===== config.mk =====
export PLATFORM = sky130hd
export DESIGN_NAME = dssj_exec
export DESIGN_NICKNAME = d
export VERILOG_FILES = /design/src/shared/dssj_pkg.sv /design/src/rtl/dssj_subtract.sv /design/src/rtl/dssj_exec.sv
export SDC_FILE = /design/constraint.sdc
export NUM_CORES = 1
export LEC_CHECK = 0
export ABC_CLOCK_PERIOD_IN_PS = 8400
export BUFFER_PORTS_ARGS = -buffer_cell sky130_fd_sc_hd__buf_2
export CAP_MARGIN = 20
export CORE_AREA = 2 2 219 221
export CTS_BUF_LIST = sky130_fd_sc_hd__clkbuf_8
export DETAILED_ROUTE_END_ITERATION = 8
export DIE_AREA = 0 0 221 223
export GPL_ROUTABILITY_DRIVEN = 0
export HOLD_SLACK_MARGIN = 0.03
export PLACE_DENSITY = 0.73
export SLEW_MARGIN = 20
export SYNTH_ARGS = -nofsm -noshare
export SYNTH_HDL_FRONTEND = slang
export SYNTH_SLANG_ARGS = --single-unit

===== constraint.sdc =====
create_clock -name ref_clk -period 8.4 [get_ports ref_clk]
set_clock_uncertainty 0.05 [all_clocks]
set_input_delay 1.26 -clock ref_clk [delete_from_list [all_inputs] [get_ports ref_clk]]
set_output_delay 1.26 -clock ref_clk [all_outputs]
set_load 0.02 [all_outputs]

===== src/shared/dssj_pkg.sv =====
// Package of constants and types for the doubleword shift, subtract and jump execution block.
// How it works
// - Shift-right-plus-32 shifts source right by 32 plus amount, zero filled, writes destination.
// - Doubleword ops run only in 64-bit or 32-bit kernel mode, else reserved trap.
// - Trapping subtract flags overflow when carries out of bits 62 and 63 differ.
// - Non-trapping subtract gives same result and never raises overflow.
// - Exception return has no delay slot; the next instruction is not executed.
// - With error level set, return loads error return PC and clears error level.
// - Otherwise return loads exception return PC and clears exception level.
// - Compressed mode: return PC bit 0 cleared, saved bit 0 becomes mode bit.
// - Hibernate after writeback waits for idle system bus, then stops clocks.
// - Only cold reset leaves hibernate mode.
// - Absolute jumps use delay-slot upper 36 bits, target field shifted two, one delay.
// - Absolute call link writes PC plus 8 into register 31.
// - Compressed mode: link bit 0 holds the mode bit before the jump.
// - Register call jumps to source after delay slot, links into destination register.
// - Same source and link register is undefined and not trapped.
// - Compressed mode: register jumps clear target bit 0, copy it to mode bit.
// - Compressed mode: target low two bits nonzero give address error at fetch.
// - Mode-switching call links register 31 and toggles mode bit one instruction later.
package dssj_pkg;
   localparam int XLEN = 64;
   localparam int REG_AW = 5;
   localparam logic [5:0] OP_SPECIAL = 6'h00;
   localparam logic [5:0] OP_SYSCOP = 6'h10;
   localparam logic [5:0] OP_JUMP = 6'h02;
   localparam logic [5:0] OP_ABS_CALL = 6'h03;
   localparam logic [5:0] OP_CALL_SWITCH = 6'h1D;
   localparam logic [5:0] FN_REG_JUMP = 6'h08;
   localparam logic [5:0] FN_REG_CALL = 6'h09;
   localparam logic [5:0] FN_SHR_PLUS32 = 6'h3E;
   localparam logic [5:0] FN_SUB_TRAP = 6'h2E;
   localparam logic [5:0] FN_SUB_NOTRAP = 6'h2F;
   localparam logic [5:0] FN_EXC_RETURN = 6'h18;
   localparam logic [5:0] FN_HIBERNATE = 6'h23;
   localparam int SHIFT_BASE = 32;
   localparam logic [4:0] LINK_REG = 5'h1F;
   localparam logic [63:0] LINK_OFFSET = 64'h0000_0000_0000_0008;
   localparam int TARGET_W = 26;
   localparam int PC_KEEP_LSB = 28;
   localparam int STS_ERROR_LEVEL_BIT = 2;
   localparam int STS_EXC_LEVEL_BIT = 1;
   typedef enum logic [2:0] {
      DSSJ_EXC_NONE = 3'h0,
      DSSJ_EXC_RESERVED = 3'h1,
      DSSJ_EXC_OVERFLOW = 3'h2,
      DSSJ_EXC_COP_UNUSABLE = 3'h3,
      DSSJ_EXC_ADDR_ERROR = 3'h4
   } dssj_exc_t;
   typedef enum logic [1:0] {
      DSSJ_RUN = 2'h0,
      DSSJ_WAIT_IDLE = 2'h1,
      DSSJ_ASLEEP = 2'h2
   } dssj_pwr_t;
endpackage


===== src/rtl/dssj_subtract.sv =====
// Doubleword subtractor with two's complement overflow detection.
`timescale 1ns/1ps
module dssj_subtract (
   input wire logic [63:0] minuend,
   input wire logic [63:0] subtrahend,
   output logic [63:0] difference,
   output logic overflow
);
   import dssj_pkg::*;
   logic [64:0] full;
   logic [63:0] low;
   // Carry out of bit 62 is the carry into bit 63 of a + ~b + 1.
   assign full = {1'b0, minuend} + {1'b0, ~subtrahend} + 65'h0_0000_0000_0000_0001;
   assign low = {1'b0, minuend[62:0]} + {1'b0, ~subtrahend[62:0]} + 64'h0000_0000_0000_0001;
   assign difference = full[63:0];
   assign overflow = low[63] ^ full[64];
endmodule // dssj_subtract


===== src/rtl/dssj_exec.sv =====
// Execution stage for doubleword shift, subtract, exception return, hibernate and jumps.
`timescale 1ns/1ps
module dssj_exec (
   input wire logic ref_clk,
   input wire logic rst,
   input wire logic issue_valid,
   input wire logic [31:0] instr,
   input wire logic [63:0] pc,
   input wire logic [63:0] rs_value,
   input wire logic [63:0] rt_value,
   input wire logic mode64,
   input wire logic kernel_mode,
   input wire logic syscop_usable,
   input wire logic compressed_isa_enable,
   input wire logic [31:0] status_in,
   input wire logic [63:0] error_return_pc,
   input wire logic [63:0] exception_return_pc,
   input wire logic writeback_done,
   input wire logic system_address_data_bus_idle,
   output logic wb_valid,
   output logic [4:0] wb_reg,
   output logic [63:0] wb_data,
   output logic redirect_valid,
   output logic [63:0] redirect_pc,
   output logic redirect_delayed,
   output logic squash_next,
   output logic status_we,
   output logic [31:0] status_out,
   output logic isa_mode,
   output logic [2:0] exc_code,
   output logic fetch_addr_error,
   output logic clocks_stopped
);
   import dssj_pkg::*;

   ////////////////////////////////////////////////////////////////////////////
   // Decode.
   logic [5:0] opc, fn;
   logic [4:0] rd, sa;
   logic is_special, is_shr, is_subt, is_subn, is_jr, is_register_call_link;
   logic is_j, is_jal, is_call_link_switch_isa, is_exception_return, is_hib, is_dword, is_sys;
   logic dword_ok, sys_ok;
   assign opc = instr[31:26];
   assign fn = instr[5:0];
   assign rd = instr[15:11];
   assign sa = instr[10:6];
   assign is_special = issue_valid && (opc == OP_SPECIAL);
   assign is_shr = is_special && (fn == FN_SHR_PLUS32);
   assign is_subt = is_special && (fn == FN_SUB_TRAP);
   assign is_subn = is_special && (fn == FN_SUB_NOTRAP);
   assign is_jr = is_special && (fn == FN_REG_JUMP);
   assign is_register_call_link = is_special && (fn == FN_REG_CALL);
   assign is_j = issue_valid && (opc == OP_JUMP);
   assign is_jal = issue_valid && (opc == OP_ABS_CALL);
   assign is_call_link_switch_isa = issue_valid && (opc == OP_CALL_SWITCH);
   assign is_sys = issue_valid && (opc == OP_SYSCOP) && instr[25];
   assign is_exception_return = is_sys && (fn == FN_EXC_RETURN);
   assign is_hib = is_sys && (fn == FN_HIBERNATE);
   assign is_dword = is_shr || is_subt || is_subn;
   assign dword_ok = mode64 || kernel_mode;
   assign sys_ok = syscop_usable;

   ////////////////////////////////////////////////////////////////////////////
   // Arithmetic.
   logic [63:0] diff, shr_res, link_addr, link_val, abs_target, reg_target;
   logic ovf, reg_target_odd;
   logic [6:0] shamt;
   dssj_subtract u_sub (
      .minuend(rs_value),
      .subtrahend(rt_value),
      .difference(diff),
      .overflow(ovf)
   );
   assign shamt = 7'(SHIFT_BASE) + {2'b00, sa};
   assign shr_res = rt_value >> shamt;
   assign link_addr = pc + LINK_OFFSET;
   // In compressed mode, bit 0 of the link carries the mode before the jump.
   assign link_val = compressed_isa_enable ? {link_addr[63:1], isa_mode} : link_addr;
   // Upper bits come from the delay slot address, which is pc plus four.
   logic [63:0] slot_addr;
   assign slot_addr = pc + 64'h0000_0000_0000_0004;
   assign abs_target = {slot_addr[63:PC_KEEP_LSB], instr[TARGET_W-1:0], 2'b00};
   assign reg_target = compressed_isa_enable ? {rs_value[63:1], 1'b0} : rs_value;
   assign reg_target_odd = compressed_isa_enable && (rs_value[1:0] != 2'b00);

   ////////////////////////////////////////////////////////////////////////////
   // Register writeback. Rd equal to rs on a register call is not trapped.
   always_ff @(posedge ref_clk) begin
      if (rst) begin
         wb_valid <= 1'b0;
         wb_reg <= 5'h00;
         wb_data <= 64'h0000_0000_0000_0000;
      end else begin
         wb_valid <= 1'b0;
         if (is_dword && dword_ok) begin
            if (is_shr) begin
               wb_valid <= 1'b1;
               wb_data <= shr_res;
            end else if (is_subn || !ovf) begin
               wb_valid <= 1'b1;
               wb_data <= diff;
            end
            wb_reg <= rd;
         end else if (is_jal || is_call_link_switch_isa) begin
            wb_valid <= 1'b1;
            wb_reg <= LINK_REG;
            wb_data <= link_val;
         end else if (is_register_call_link) begin
            wb_valid <= 1'b1;
            wb_reg <= rd;
            wb_data <= link_val;
         end
      end
   end

   ////////////////////////////////////////////////////////////////////////////
   // Exceptions.
   always_ff @(posedge ref_clk) begin
      if (rst) begin
         exc_code <= DSSJ_EXC_NONE;
      end else if (is_dword && !dword_ok) begin
         exc_code <= DSSJ_EXC_RESERVED;
      end else if (is_subt && ovf) begin
         exc_code <= DSSJ_EXC_OVERFLOW;
      end else if ((is_exception_return || is_hib) && !sys_ok) begin
         exc_code <= DSSJ_EXC_COP_UNUSABLE;
      end else begin
         exc_code <= DSSJ_EXC_NONE;
      end
   end

   ////////////////////////////////////////////////////////////////////////////
   // Redirects and status. Jumps redirect after their delay slot; return at once.
   logic ret_isa_bit, ret_go, jmp_go, isa_toggle_pend_r, reg_jump_isa_pend_r;
   logic reg_jump_isa_r, addr_err_pend_r;
   logic [63:0] ret_src;
   assign ret_go = is_exception_return && sys_ok;
   assign jmp_go = is_j || is_jal || is_call_link_switch_isa || is_jr || is_register_call_link;
   assign ret_src = status_in[STS_ERROR_LEVEL_BIT] ? error_return_pc : exception_return_pc;
   assign ret_isa_bit = ret_src[0];

   always_ff @(posedge ref_clk) begin
      if (rst) begin
         redirect_valid <= 1'b0;
         redirect_pc <= 64'h0000_0000_0000_0000;
         redirect_delayed <= 1'b0;
         squash_next <= 1'b0;
         status_we <= 1'b0;
         status_out <= 32'h0000_0000;
      end else begin
         redirect_valid <= ret_go || jmp_go;
         redirect_delayed <= jmp_go && !ret_go;
         squash_next <= ret_go;
         status_we <= ret_go;
         if (ret_go) begin
            redirect_pc <= compressed_isa_enable ? {ret_src[63:1], 1'b0} : ret_src;
            status_out <= status_in;
            if (status_in[STS_ERROR_LEVEL_BIT]) begin
               status_out[STS_ERROR_LEVEL_BIT] <= 1'b0;
            end else begin
               status_out[STS_EXC_LEVEL_BIT] <= 1'b0;
            end
         end else if (is_jr || is_register_call_link) begin
            redirect_pc <= reg_target;
         end else if (jmp_go) begin
            redirect_pc <= abs_target;
         end
      end
   end

   ////////////////////////////////////////////////////////////////////////////
   // Mode bit. Jump effects land one instruction later, after the delay slot issues.
   always_ff @(posedge ref_clk) begin
      if (rst) begin
         isa_mode <= 1'b0;
         isa_toggle_pend_r <= 1'b0;
         reg_jump_isa_pend_r <= 1'b0;
         reg_jump_isa_r <= 1'b0;
         addr_err_pend_r <= 1'b0;
         fetch_addr_error <= 1'b0;
      end else begin
         fetch_addr_error <= 1'b0;
         if (ret_go && compressed_isa_enable) begin
            isa_mode <= ret_isa_bit;
         end else if (issue_valid && isa_toggle_pend_r) begin
            isa_mode <= ~isa_mode;
         end else if (issue_valid && reg_jump_isa_pend_r) begin
            isa_mode <= reg_jump_isa_r;
         end
         if (issue_valid && (isa_toggle_pend_r || reg_jump_isa_pend_r)) begin
            isa_toggle_pend_r <= 1'b0;
            reg_jump_isa_pend_r <= 1'b0;
            fetch_addr_error <= addr_err_pend_r;
            addr_err_pend_r <= 1'b0;
         end
         if (is_call_link_switch_isa) begin
            isa_toggle_pend_r <= 1'b1;
         end else if ((is_jr || is_register_call_link) && compressed_isa_enable) begin
            reg_jump_isa_pend_r <= 1'b1;
            reg_jump_isa_r <= rs_value[0];
            addr_err_pend_r <= reg_target_odd;
         end
      end
   end

   ////////////////////////////////////////////////////////////////////////////
   // Hibernate. Only the reset input leaves the sleep state.
   dssj_pwr_t pwr_r;
   always_ff @(posedge ref_clk) begin
      if (rst) begin
         pwr_r <= DSSJ_RUN;
      end else begin
         case (pwr_r)
            DSSJ_RUN: begin
               if (is_hib && sys_ok) begin
                  pwr_r <= DSSJ_WAIT_IDLE;
               end
            end
            DSSJ_WAIT_IDLE: begin
               if (writeback_done && system_address_data_bus_idle) begin
                  pwr_r <= DSSJ_ASLEEP;
               end
            end
            default: begin
               pwr_r <= DSSJ_ASLEEP;
            end
         endcase
      end
   end
   assign clocks_stopped = (pwr_r == DSSJ_ASLEEP);

   ////////////////////////////////////////////////////////////////////////////
   // Checks.
   sub_result_a: assert property (@(posedge ref_clk) disable iff (rst)
      (is_subn && dword_ok) |=> (wb_valid && wb_data == $past(rs_value) - $past(rt_value)))
      else $error("Subtract result wrong.");
   sub_ovf_hold_a: assert property (@(posedge ref_clk) disable iff (rst)
      (is_subt && dword_ok && ovf) |=> (!wb_valid && exc_code == DSSJ_EXC_OVERFLOW))
      else $error("Overflowed subtract wrote destination.");
   nontrap_sub_a: assert property (@(posedge ref_clk) disable iff (rst)
      is_subn |=> exc_code != DSSJ_EXC_OVERFLOW)
      else $error("Non-trapping subtract trapped.");
   shift_plus32_a: assert property (@(posedge ref_clk) disable iff (rst)
      (is_shr && dword_ok) |=> (wb_data[63:32] == 32'h0000_0000 && wb_valid
         && wb_data[31:0] == 32'($past(rt_value) >> (32 + $past(sa)))))
      else $error("Shift plus 32 result wrong.");
   dword_mode_a: assert property (@(posedge ref_clk) disable iff (rst)
      (is_dword && !mode64 && !kernel_mode) |=> (exc_code == DSSJ_EXC_RESERVED && !wb_valid))
      else $error("Doubleword op allowed in user mode.");
   ret_error_a: assert property (@(posedge ref_clk) disable iff (rst)
      (ret_go && status_in[2] && !compressed_isa_enable) |=>
         (redirect_pc == $past(error_return_pc) && !status_out[2] && squash_next))
      else $error("Error return wrong.");
   ret_exc_a: assert property (@(posedge ref_clk) disable iff (rst)
      (ret_go && !status_in[2]) |=> (!status_out[1] && status_we && !redirect_delayed))
      else $error("Exception return wrong.");
   cop_unusable_a: assert property (@(posedge ref_clk) disable iff (rst)
      ((is_exception_return || is_hib) && !syscop_usable) |=> (!status_we && !redirect_valid))
      else $error("Privileged op acted while unusable.");
   call_link_a: assert property (@(posedge ref_clk) disable iff (rst)
      (is_jal && !compressed_isa_enable) |=> (wb_reg == 5'h1F && wb_data == $past(pc) + 64'h8))
      else $error("Call link wrong.");
   hib_stays_a: assert property (@(posedge ref_clk) disable iff (rst)
      clocks_stopped |=> clocks_stopped)
      else $error("Hibernate left without reset.");
   hib_wait_a: assert property (@(posedge ref_clk) disable iff (rst)
      $rose(clocks_stopped) |-> $past(system_address_data_bus_idle))
      else $error("Clocks stopped while bus busy.");
   switch_toggle_a: assert property (@(posedge ref_clk) disable iff (rst)
      (is_call_link_switch_isa && !ret_go) ##1 (issue_valid && !ret_go) |=> isa_mode != $past(isa_mode))
      else $error("Mode not toggled after delay slot.");
   // The check below recomputes overflow from operand signs and diff bit 63, not from the subtractor's overflow output.
   sub_trap_a: assert property (@(posedge ref_clk) disable iff (rst)
      (is_subt && dword_ok && (rs_value[63] != rt_value[63]) && (diff[63] != rs_value[63]))
      |=> exc_code == DSSJ_EXC_OVERFLOW)
      else $error("Trapping subtract missed overflow.");
   ret_squash_a: assert property (@(posedge ref_clk) disable iff (rst)
      ret_go |=> (squash_next && redirect_valid && !redirect_delayed))
      else $error("Return did not squash next instruction.");
   ret_isa_a: assert property (@(posedge ref_clk) disable iff (rst)
      (ret_go && compressed_isa_enable) |=> (isa_mode == $past(ret_isa_bit) && !redirect_pc[0]))
      else $error("Return mode bit wrong.");
   jump_delay_a: assert property (@(posedge ref_clk) disable iff (rst)
      (is_j && !ret_go) |=> (redirect_valid && redirect_delayed && !wb_valid))
      else $error("Absolute jump not delayed.");
   link_mode_a: assert property (@(posedge ref_clk) disable iff (rst)
      ((is_jal || is_call_link_switch_isa || is_register_call_link) && compressed_isa_enable)
      |=> (wb_valid && wb_data[0] == $past(isa_mode)))
      else $error("Link bit 0 does not hold mode.");
   reg_call_a: assert property (@(posedge ref_clk) disable iff (rst)
      is_register_call_link |=> (wb_valid && wb_reg == $past(rd) && redirect_delayed))
      else $error("Register call link wrong.");
   reg_target_a: assert property (@(posedge ref_clk) disable iff (rst)
      ((is_jr || is_register_call_link) && compressed_isa_enable) |=> (redirect_valid && !redirect_pc[0]))
      else $error("Register jump target bit 0 set.");
   addr_err_a: assert property (@(posedge ref_clk) disable iff (rst)
      (is_jr && compressed_isa_enable && rs_value[1]) ##1 issue_valid |=> fetch_addr_error)
      else $error("Misaligned target not flagged.");
   hib_unusable_a: assert property (@(posedge ref_clk) disable iff (rst)
      (is_hib && !syscop_usable && pwr_r == DSSJ_RUN) |=> pwr_r == DSSJ_RUN)
      else $error("Hibernate started while unusable.");
   cov_addr_err_c: cover property (@(posedge ref_clk) fetch_addr_error);
   cov_sub_ovf_c: cover property (@(posedge ref_clk) is_subt && ovf && dword_ok);
   cov_exception_return_c: cover property (@(posedge ref_clk) ret_go);
   cov_hib_c: cover property (@(posedge ref_clk) $rose(clocks_stopped));
   cov_call_link_switch_isa_c: cover property (@(posedge ref_clk) is_call_link_switch_isa);
endmodule // dssj_exec


==> results.txt, run 1 <==
- sky130_fd_sc_hd__dfxtp_1 takes more of the synthesized area than any other cell.
- In the final layout, the registers with the most flip-flops are redirect_pc (64), wb_data (64), status_out (31).
* Total I/O pin count: 569
* Worst r2r src: isa_mode
* Worst slack after detailed placement: 3.265 ns
- Post-CTS setup repair buffer count: 0
- Outcome: finished clean
* Worst setup SP type: input pin
- Count of port buffers added during placement: approximately 570
* Grt total ovfl: 0
- Worst slew pin tran: 1.078 ns
- In this run the most critical hold path is launched from status_out[7].
- Among all flip-flop cells after synthesis, the most frequent one is sky130_fd_sc_hd__dfxtp_1.
* Starting DRT DRC Count: 2420
* Endpoint type of the worst setup path: flip-flop
- After synthesis, the largest area contributor takes up around a fifth of total cell area.
- Detail-routed net length per standard cell: 25.00 um
- Chip Width: 221 um
* Synthesized cell area: 0.01695 mm2
- Final critical delay including setup and external delays: 4.595 ns
- Net count, final: ~3.1k
* Number of synthesized flops with an enable pin: 0
- Overall die area: around 0.049 mm2
- Antenna violation net count after detailed routing: 0
* Total Negative Setup Slacks: 0 ns
- Counting the fill cells in the layout gives 4998.
* Clock slew seen by the registers of the worst setup and hold paths: approximately 0.11 ns
- Worst-path cell with the longest stage delay: sky130_fd_sc_hd__buf_4
* Quantity of gates resized following cts: 0
* Startpoint-to-endpoint class of the critical path: input pin to flip-flop
* Critical-path maximum fanout: between 40 and 50
- The critical path starts at rs_value[0].
- Delay contributed by the slowest stage of the critical path: 0.61 ns
* Chip height: 223 um
- TritonCTS built the clock tree.
- Vias/cell: 6.046
* Achievable Freq: 217.6 MHz
- Most common cell type on the critical path: sky130_fd_sc_hd__inv_1
- After legalization and detailed placement, the total HPWL measured 67310 um.
- Number of clock buffers inserted by TritonCTS: 17
- Entering global routing, the biggest net connects 86 pins.
* Initial Utilization: a little over a third
- Number of max-cap violations: 0
- Before antenna repair, the detailed router went through 5 iterations.
- Worst IR drop on VDD: roughly 0.11 mV
- Worst Slack Setup Final: between 3 and 4 ns
- The critical path goes through buf_2, inv_1, ha_1, inv_1, fa_1, nand3_2, a211oi_2, o211ai_1, a21oi_1, nor3_2, o211a_1, o31a_4, xor2_2, o21ai_4, buf_4, mux2_2.
* Period Utilization, post-route: between 50% and 60%
* Final setup fails: 0
- The longest clock path from root to sink contains 2 buffers.
* Htree depth: 4
* Synth Instances: 2249
- The hold violation count in the final report is 0.
* Fraction of final layout cells sized beyond drive strength 1: 26.49%
- Synthesis-to-finish area growth: 20.84%
- In this run the standard cell core region covers 0.04715 mm2.
- FF+latch count, synth: 178
- Post-synthesis async set-or-reset flop share: 0%
- The final layout contains routed wiring with a total length of 83360 um.
- The via count of the first global-routing pass is 18.37k.
- Sequential cell area fraction in the yosys report: 21.03%
* Total number of clock tree sinks: 178
- The tree is rooted in a sky130_fd_sc_hd__clkbuf_8.
- Across all hold checks on the routed design, the worst slack comes to 0.4095 ns.
* Total via count in the routed design: 20.16k
- The first global-routing pass estimated 119400 um of wire.
- The max-slew violation count came to 0.
- Leading cell types in the layout, fill and taps excluded: sky130_fd_sc_hd__buf_2, sky130_fd_sc_hd__nand2_1, sky130_fd_sc_hd__nor2_1, sky130_fd_sc_hd__dfxtp_1, sky130_fd_sc_hd__a21oi_1
- For this design the ratio of total power to cell area is 114.4 mW/mm2.
- Post-synth cell types: 99
- The number of antenna violations at the first check in global routing is 25.
- For this design, the CTS-stage hold fixing added 0 buffers.
- Most common cell after layout, fill and taps aside: sky130_fd_sc_hd__buf_2
* Cell leakage power: ~9.1 nW
- Clock latency on the worst-skew pair, taken at its later pin, is 0.58 ns.
- The Yosys step of the flow raised 0 warnings.
- Met2 global-route usage: around 47%
- At the worst endpoint, the arrival time is 5.00 ns.
- Number of cell rows: 80
- Setup repair after global routing left no endpoint under its margin.
- met2 is the most crowded layer.
* Normalized max-slew margin: 28.04%
- Met3 Track Usage GR: 9.180%
- Post-layout power: 2.342 mW
- In the routed design, unresolved DRC markers number 0.
- In the post-synthesis netlist, the biggest area contributors are sky130_fd_sc_hd__dfxtp_1, sky130_fd_sc_hd__mux2i_1, sky130_fd_sc_hd__nand2_1.
* Synth Area per Inst: 7.534 um2
* Met1 Track Usage GR: a little over two fifths
* Worst EP required: 8.81 ns
- The min-delay analysis places its worst path in the category flip-flop to flip-flop.
- For this run, the total global-route usage over all layers was measured as 32.31%.
critical path, delay by kind of cell:
family | cells | cell delay, ns
buf+inv | 4 | 0.98
xor+xnor | 1 | 0.13
simple gates | 2 | 0.48
compound gates | 6 | 1.08
mux | 1 | 0.40
fa+ha+maj | 2 | 0.63
report_power, final:
| group | leakage, nW | switching (mW) | internal, mW |
|---|---|---|---|
| registers | 1.44 | 0.00403 | 0.852 |
| logic | 7.42 | 0.508 | 0.304 |
| clock network | 0.220 | 0.415 | 0.259 |
| total | 9.08 | 0.927 | 1.41 |
cells in the mapped netlist, drive strengths merged (59+ instances only):
library cell,n
clkbuf,116
nand2,280
xnor2,76
xor2,59
dfxtp,178
nand3,74
buf,61
mux2i,142
inv,96
a21oi,159
a211oi,130
ha,65
nor3,60
o21ai,96
nor2,195
final timing paths:
path	slack (ns)	end	depth (start not counted)
worst max-delay path	3.81	wb_data[16]	16
worst min-delay path	0.41	status_out[7]	2
worst max register to register	6.78	wb_data[0]	4
worst min register to register	0.41	status_out[7]	2
layout make-up:
type                            count  area [um2]  area share (%)
Clock buffer                       17       234.0           1.143
Clock inverter                     15       207.7           1.014
Tap cell                          615       769.5           3.758
Multi-Input combinational cell   1799       12280           59.97
Timing Repair Buffer              587        2995           14.63
Sequential cell                   178        3563           17.40
Inverter                           96       360.3           1.760
Antenna cell                       27       67.56          0.3300
through the flow:
| step | cell area, um2 | utilization [%] | std cells |
|---|---|---|---|
| 4_1_cts | 20410 | 43.29 | 3307 |
| 2_1_floorplan | 16950 | - | 2250 |
| 6_report | 20480 | 43.43 | 3334 |
| 5_1_grt | 20450 | 43.38 | 3324 |
| 3_5_place_dp | 19970 | 42.35 | 3275 |
| 3_3_place_gp | 19970 | 42.35 | 3275 |
per-layer routing:
| layer | vias up | routed length [um] |
|---|---|---|
| li1 | 9143 | - |
| met1 | 9444 | 34610 |
| met2 | 1303 | 34890 |
| met3 | 259 | 9120 |
| met4 | 8 | 4683 |
| met5 | - | 49 |
cells by family after synthesis:
kind of cell | share of synthesized area, %
compound gates | 25.15
xor+xnor | 7.022
fa+ha+maj | 4.918
buf+inv | 6.793
flops | 21.03
mux | 13.44
other cells | 0.02213
simple gates | 21.63
No activity file was read; power rests on OpenSTA's default activity.
==> run 2: changes to the inputs <==
--- a/config.mk
+++ b/config.mk
@@ -5,16 +5,16 @@
 export SDC_FILE = /design/constraint.sdc
 export NUM_CORES = 1
 export LEC_CHECK = 0
-export ABC_CLOCK_PERIOD_IN_PS = 8400
+export ABC_CLOCK_PERIOD_IN_PS = 3900
 export BUFFER_PORTS_ARGS = -buffer_cell sky130_fd_sc_hd__buf_2
 export CAP_MARGIN = 20
-export CORE_AREA = 2 2 219 221
+export CORE_AREA = 2 2 221 223
 export CTS_BUF_LIST = sky130_fd_sc_hd__clkbuf_8
 export DETAILED_ROUTE_END_ITERATION = 8
-export DIE_AREA = 0 0 221 223
+export DIE_AREA = 0 0 223 225
 export GPL_ROUTABILITY_DRIVEN = 0
 export HOLD_SLACK_MARGIN = 0.03
-export PLACE_DENSITY = 0.73
+export PLACE_DENSITY = 0.74
 export SLEW_MARGIN = 20
 export SYNTH_ARGS = -nofsm -noshare
 export SYNTH_HDL_FRONTEND = slang
==> constraint.sdc (replaced) <==
create_clock -name ref_clk -period 3.9 [get_ports ref_clk]
set_clock_uncertainty 0.05 [all_clocks]
set_input_delay 0.585 -clock ref_clk [delete_from_list [all_inputs] [get_ports ref_clk]]
set_output_delay 0.585 -clock ref_clk [all_outputs]
set_load 0.02 [all_outputs]
==> results.txt, run 2 (synthesis gave the netlist of run 1 again) <==
- Overall fraction of global-route tracks in use: 32.39%
- Delay contributed by the slowest stage of the critical path: just under 0.4 ns
- Data arrival time of the critical path: ~3.9 ns
* Total Negative Setup Slacks: 0 ns
- Pwr per Cell Area: 238.5 mW/mm2
- The floorplan step set the die width to 223 um.
- The cell that appears most often on the critical path is sky130_fd_sc_hd__inv_1.
- Largest registers: redirect_pc (64), wb_data (64), status_out (31)
- The H-tree generated during clock tree synthesis spans 4 levels.
- Of all nets on the critical path, the largest fanout is 13.
- Total area of sequential cells: 0.003563 mm2
* Worst IR drop on VDD: between 0.2 and 0.3 mV
* Number of max-cap violations: 0
* Count of port buffers added during placement: 566
* Final setup fails: 0
- Worst slew pin tran: 1.078 ns
- Hold Path Depth: 3
- The number of antenna violations at the first check in global routing was 26.
* Synthesis-to-finish area growth: 27.22%
- Overall die area: 0.05018 mm2
- Total number of clock tree sinks: 178
* Quantity of gates resized following cts: 0
* Total area of multi-input combinational cells: between 0.01 and 0.015 mm2
* Non-filler instance count after layout: 3466
* DP HPWL: 69940 um
* Leading cell types in the layout, fill and taps excluded: sky130_fd_sc_hd__buf_2, sky130_fd_sc_hd__nand2_1, sky130_fd_sc_hd__nor2_1, sky130_fd_sc_hd__dfxtp_1, sky130_fd_sc_hd__a21oi_1
* Depth of the worst register-to-register path: 5
- For this run, the detailed router's first-pass iteration total came to 6.
- Worst EP required: 4.32 ns
- CP delay by family, top: compound AO/OA/AOI/OAI gates
* Worst Slack Setup Final: 0.4288 ns
- The flow ran to the end, and the final reports show no timing, DRC or antenna violations.
* Detail-routed net length per standard cell: roughly 24 um
- Most common cell after layout, fill and taps aside: sky130_fd_sc_hd__buf_2
- Number of buffer and inverter instances along the worst setup path: 5
- Post-CTS setup repair buffer count: 0
* Period Utilization, post-route: 89.01%
- Number of max-slew violations in the final report: 0
* DRC errors left: 0
* Fraction of final layout cells sized beyond drive strength 1: approximately 30%
* Starting DRT DRC Count: 2545
- The floorplan has 80 rows.
- Insertion delay of the later-clocked pin in the worst-skew pair: 0.59 ns
- Total via count in the routed design: 20.84k
* Chip height: 225 um
- Net count, final: 3270
- After global routing the overflow that remains totals 0.
* Normalized max-slew margin: between 20% and 30%
* Number of clock buffers inserted by TritonCTS: 17
- The tree is rooted in a sky130_fd_sc_hd__clkbuf_8.
* Worst slack after detailed placement: -0.1435 ns
- Summed over all cells, the static leakage comes to 9.730 nW.
- The critical path crosses 17 cells after its start point.
- Number of global-route vias before repair: 19.02k
- Based on the critical path, the design can be clocked at up to just under 300 MHz.
* Clock tree from TritonCTS: built
- Pin count of the biggest net entering global routing: 100
- Counting tap cells, the placed design contains a total of 3407 instances.
- Antenna violation net count after detailed routing: 0
- Filler cell count: approximately 4.9k
- 569 I/O pins were placed.
- Hold-fix buffers, CTS: 0
* Worst setup SP type: input pin
* Worst-path cell with the longest stage delay: sky130_fd_sc_hd__o31a_4
- Total routed wirelength: 84540 um
- After clock tree synthesis, the clock-pin slew on the worst setup and hold paths is 0.12 ns.
- Using the TritonRoute via totals, the vias-per-cell ratio works out to between 6 and 7.
- STA classifies the critical path endpoint as a flip-flop.
- Cells along the critical path: buf_2, inv_1, ha_1, inv_1, fa_1, nand3_2, a211oi_2, o211ai_1, a21oi_1, nor3_2, o211a_1, o31a_4, xor2_2, o21ai_4, buf_12, buf_4, o41ai_1
- Placeable core area: 0.04755 mm2
- Final hold violations: 0
* Initial Utilization: a little over a third
* Startpoint-to-endpoint class of the critical path: input pin to flip-flop
- Setup repair after global routing left no endpoint under its margin.
* Number of buffers on the longest clock path: 2
* Worst hold path class: input pin to flip-flop
- For the finished layout, the period the worst path requires is 3.471 ns.
* Global-route wire length before repair: 120800 um
- Finished Core Util: 45.34%
[run 2: cell types whose count changed in the layout (fill, tap and decap cells not counted)]
cell	change
sky130_fd_sc_hd__buf_4	+123
sky130_fd_sc_hd__buf_12	+9
sky130_fd_sc_hd__inv_6	+3
sky130_fd_sc_hd__clkinv_4	-2
sky130_fd_sc_hd__clkinv_8	-1
sky130_fd_sc_hd__clkinvlp_4	+1
sky130_fd_sc_hd__inv_1	+1
sky130_fd_sc_hd__inv_12	-1
sky130_fd_sc_hd__inv_8	-1
[run 2: report_power, final]
group | internal (mW) | total, mW | switching, mW
clock | 0.543 | 1.41 | 0.870
sequential | 1.83 | 1.84 | 0.0101
combinational | 0.756 | 1.88 | 1.13
total | 3.13 | 5.14 | 2.01
[run 2: worst reg2reg max path, cell delays in order (launching register included)]
cell and delay (ns):
sky130_fd_sc_hd__dfxtp_1 0.48, sky130_fd_sc_hd__nor2_1 0.09, sky130_fd_sc_hd__a311oi_1 0.26, sky130_fd_sc_hd__a211oi_1 0.09
sky130_fd_sc_hd__buf_4 0.18, sky130_fd_sc_hd__a211oi_1 0.19
[run 2: area by class of cell]
type | count | area share, %
sequential | 178 | 16.53
tap | 615 | 3.570
antenna | 27 | 0.3134
clock buffer | 17 | 1.085
clock inverter | 15 | 0.8532
timing repair buffer | 719 | 19.01
inverter | 96 | 1.672
multi-input combinational | 1799 | 56.96
[run 2: metrics by stage]
| stage | cell area, um2 | hold slack [ns] | total power [mW] |
|---|---|---|---|
| after floorplan | 16950 | 0.3656 | 2.911 |
| after detailed placement | 21070 | 0.3856 | 3.697 |
| final | 21560 | 0.1703 | 5.142 |
| after global placement | 21070 | 0.3887 | 3.687 |
| after global routing | 21530 | 0.1568 | 5.342 |
| after CTS | 21490 | 0.1328 | 5.106 |
[run 2: path summary, 6_finish.rpt]
path	start	endpoint	slack, ns
worst max-delay path	rs_value[0]	wb_data[27]	0.43
worst min-delay path	status_in[11]	status_out[11]	0.17
worst max register to register	redirect_pc[38]	redirect_pc[38]	2.49
worst min register to register	wb_data[8]	wb_data[8]	0.41
[run 2: per-layer routing]
layer,share of wire [%],track usage (%),wire length (um)
met1,41,42.42,34700
met2,42,48.44,35680
met3,11,9.400,9591
met4,5.3,16.28,4510
met5,0.060,0,51
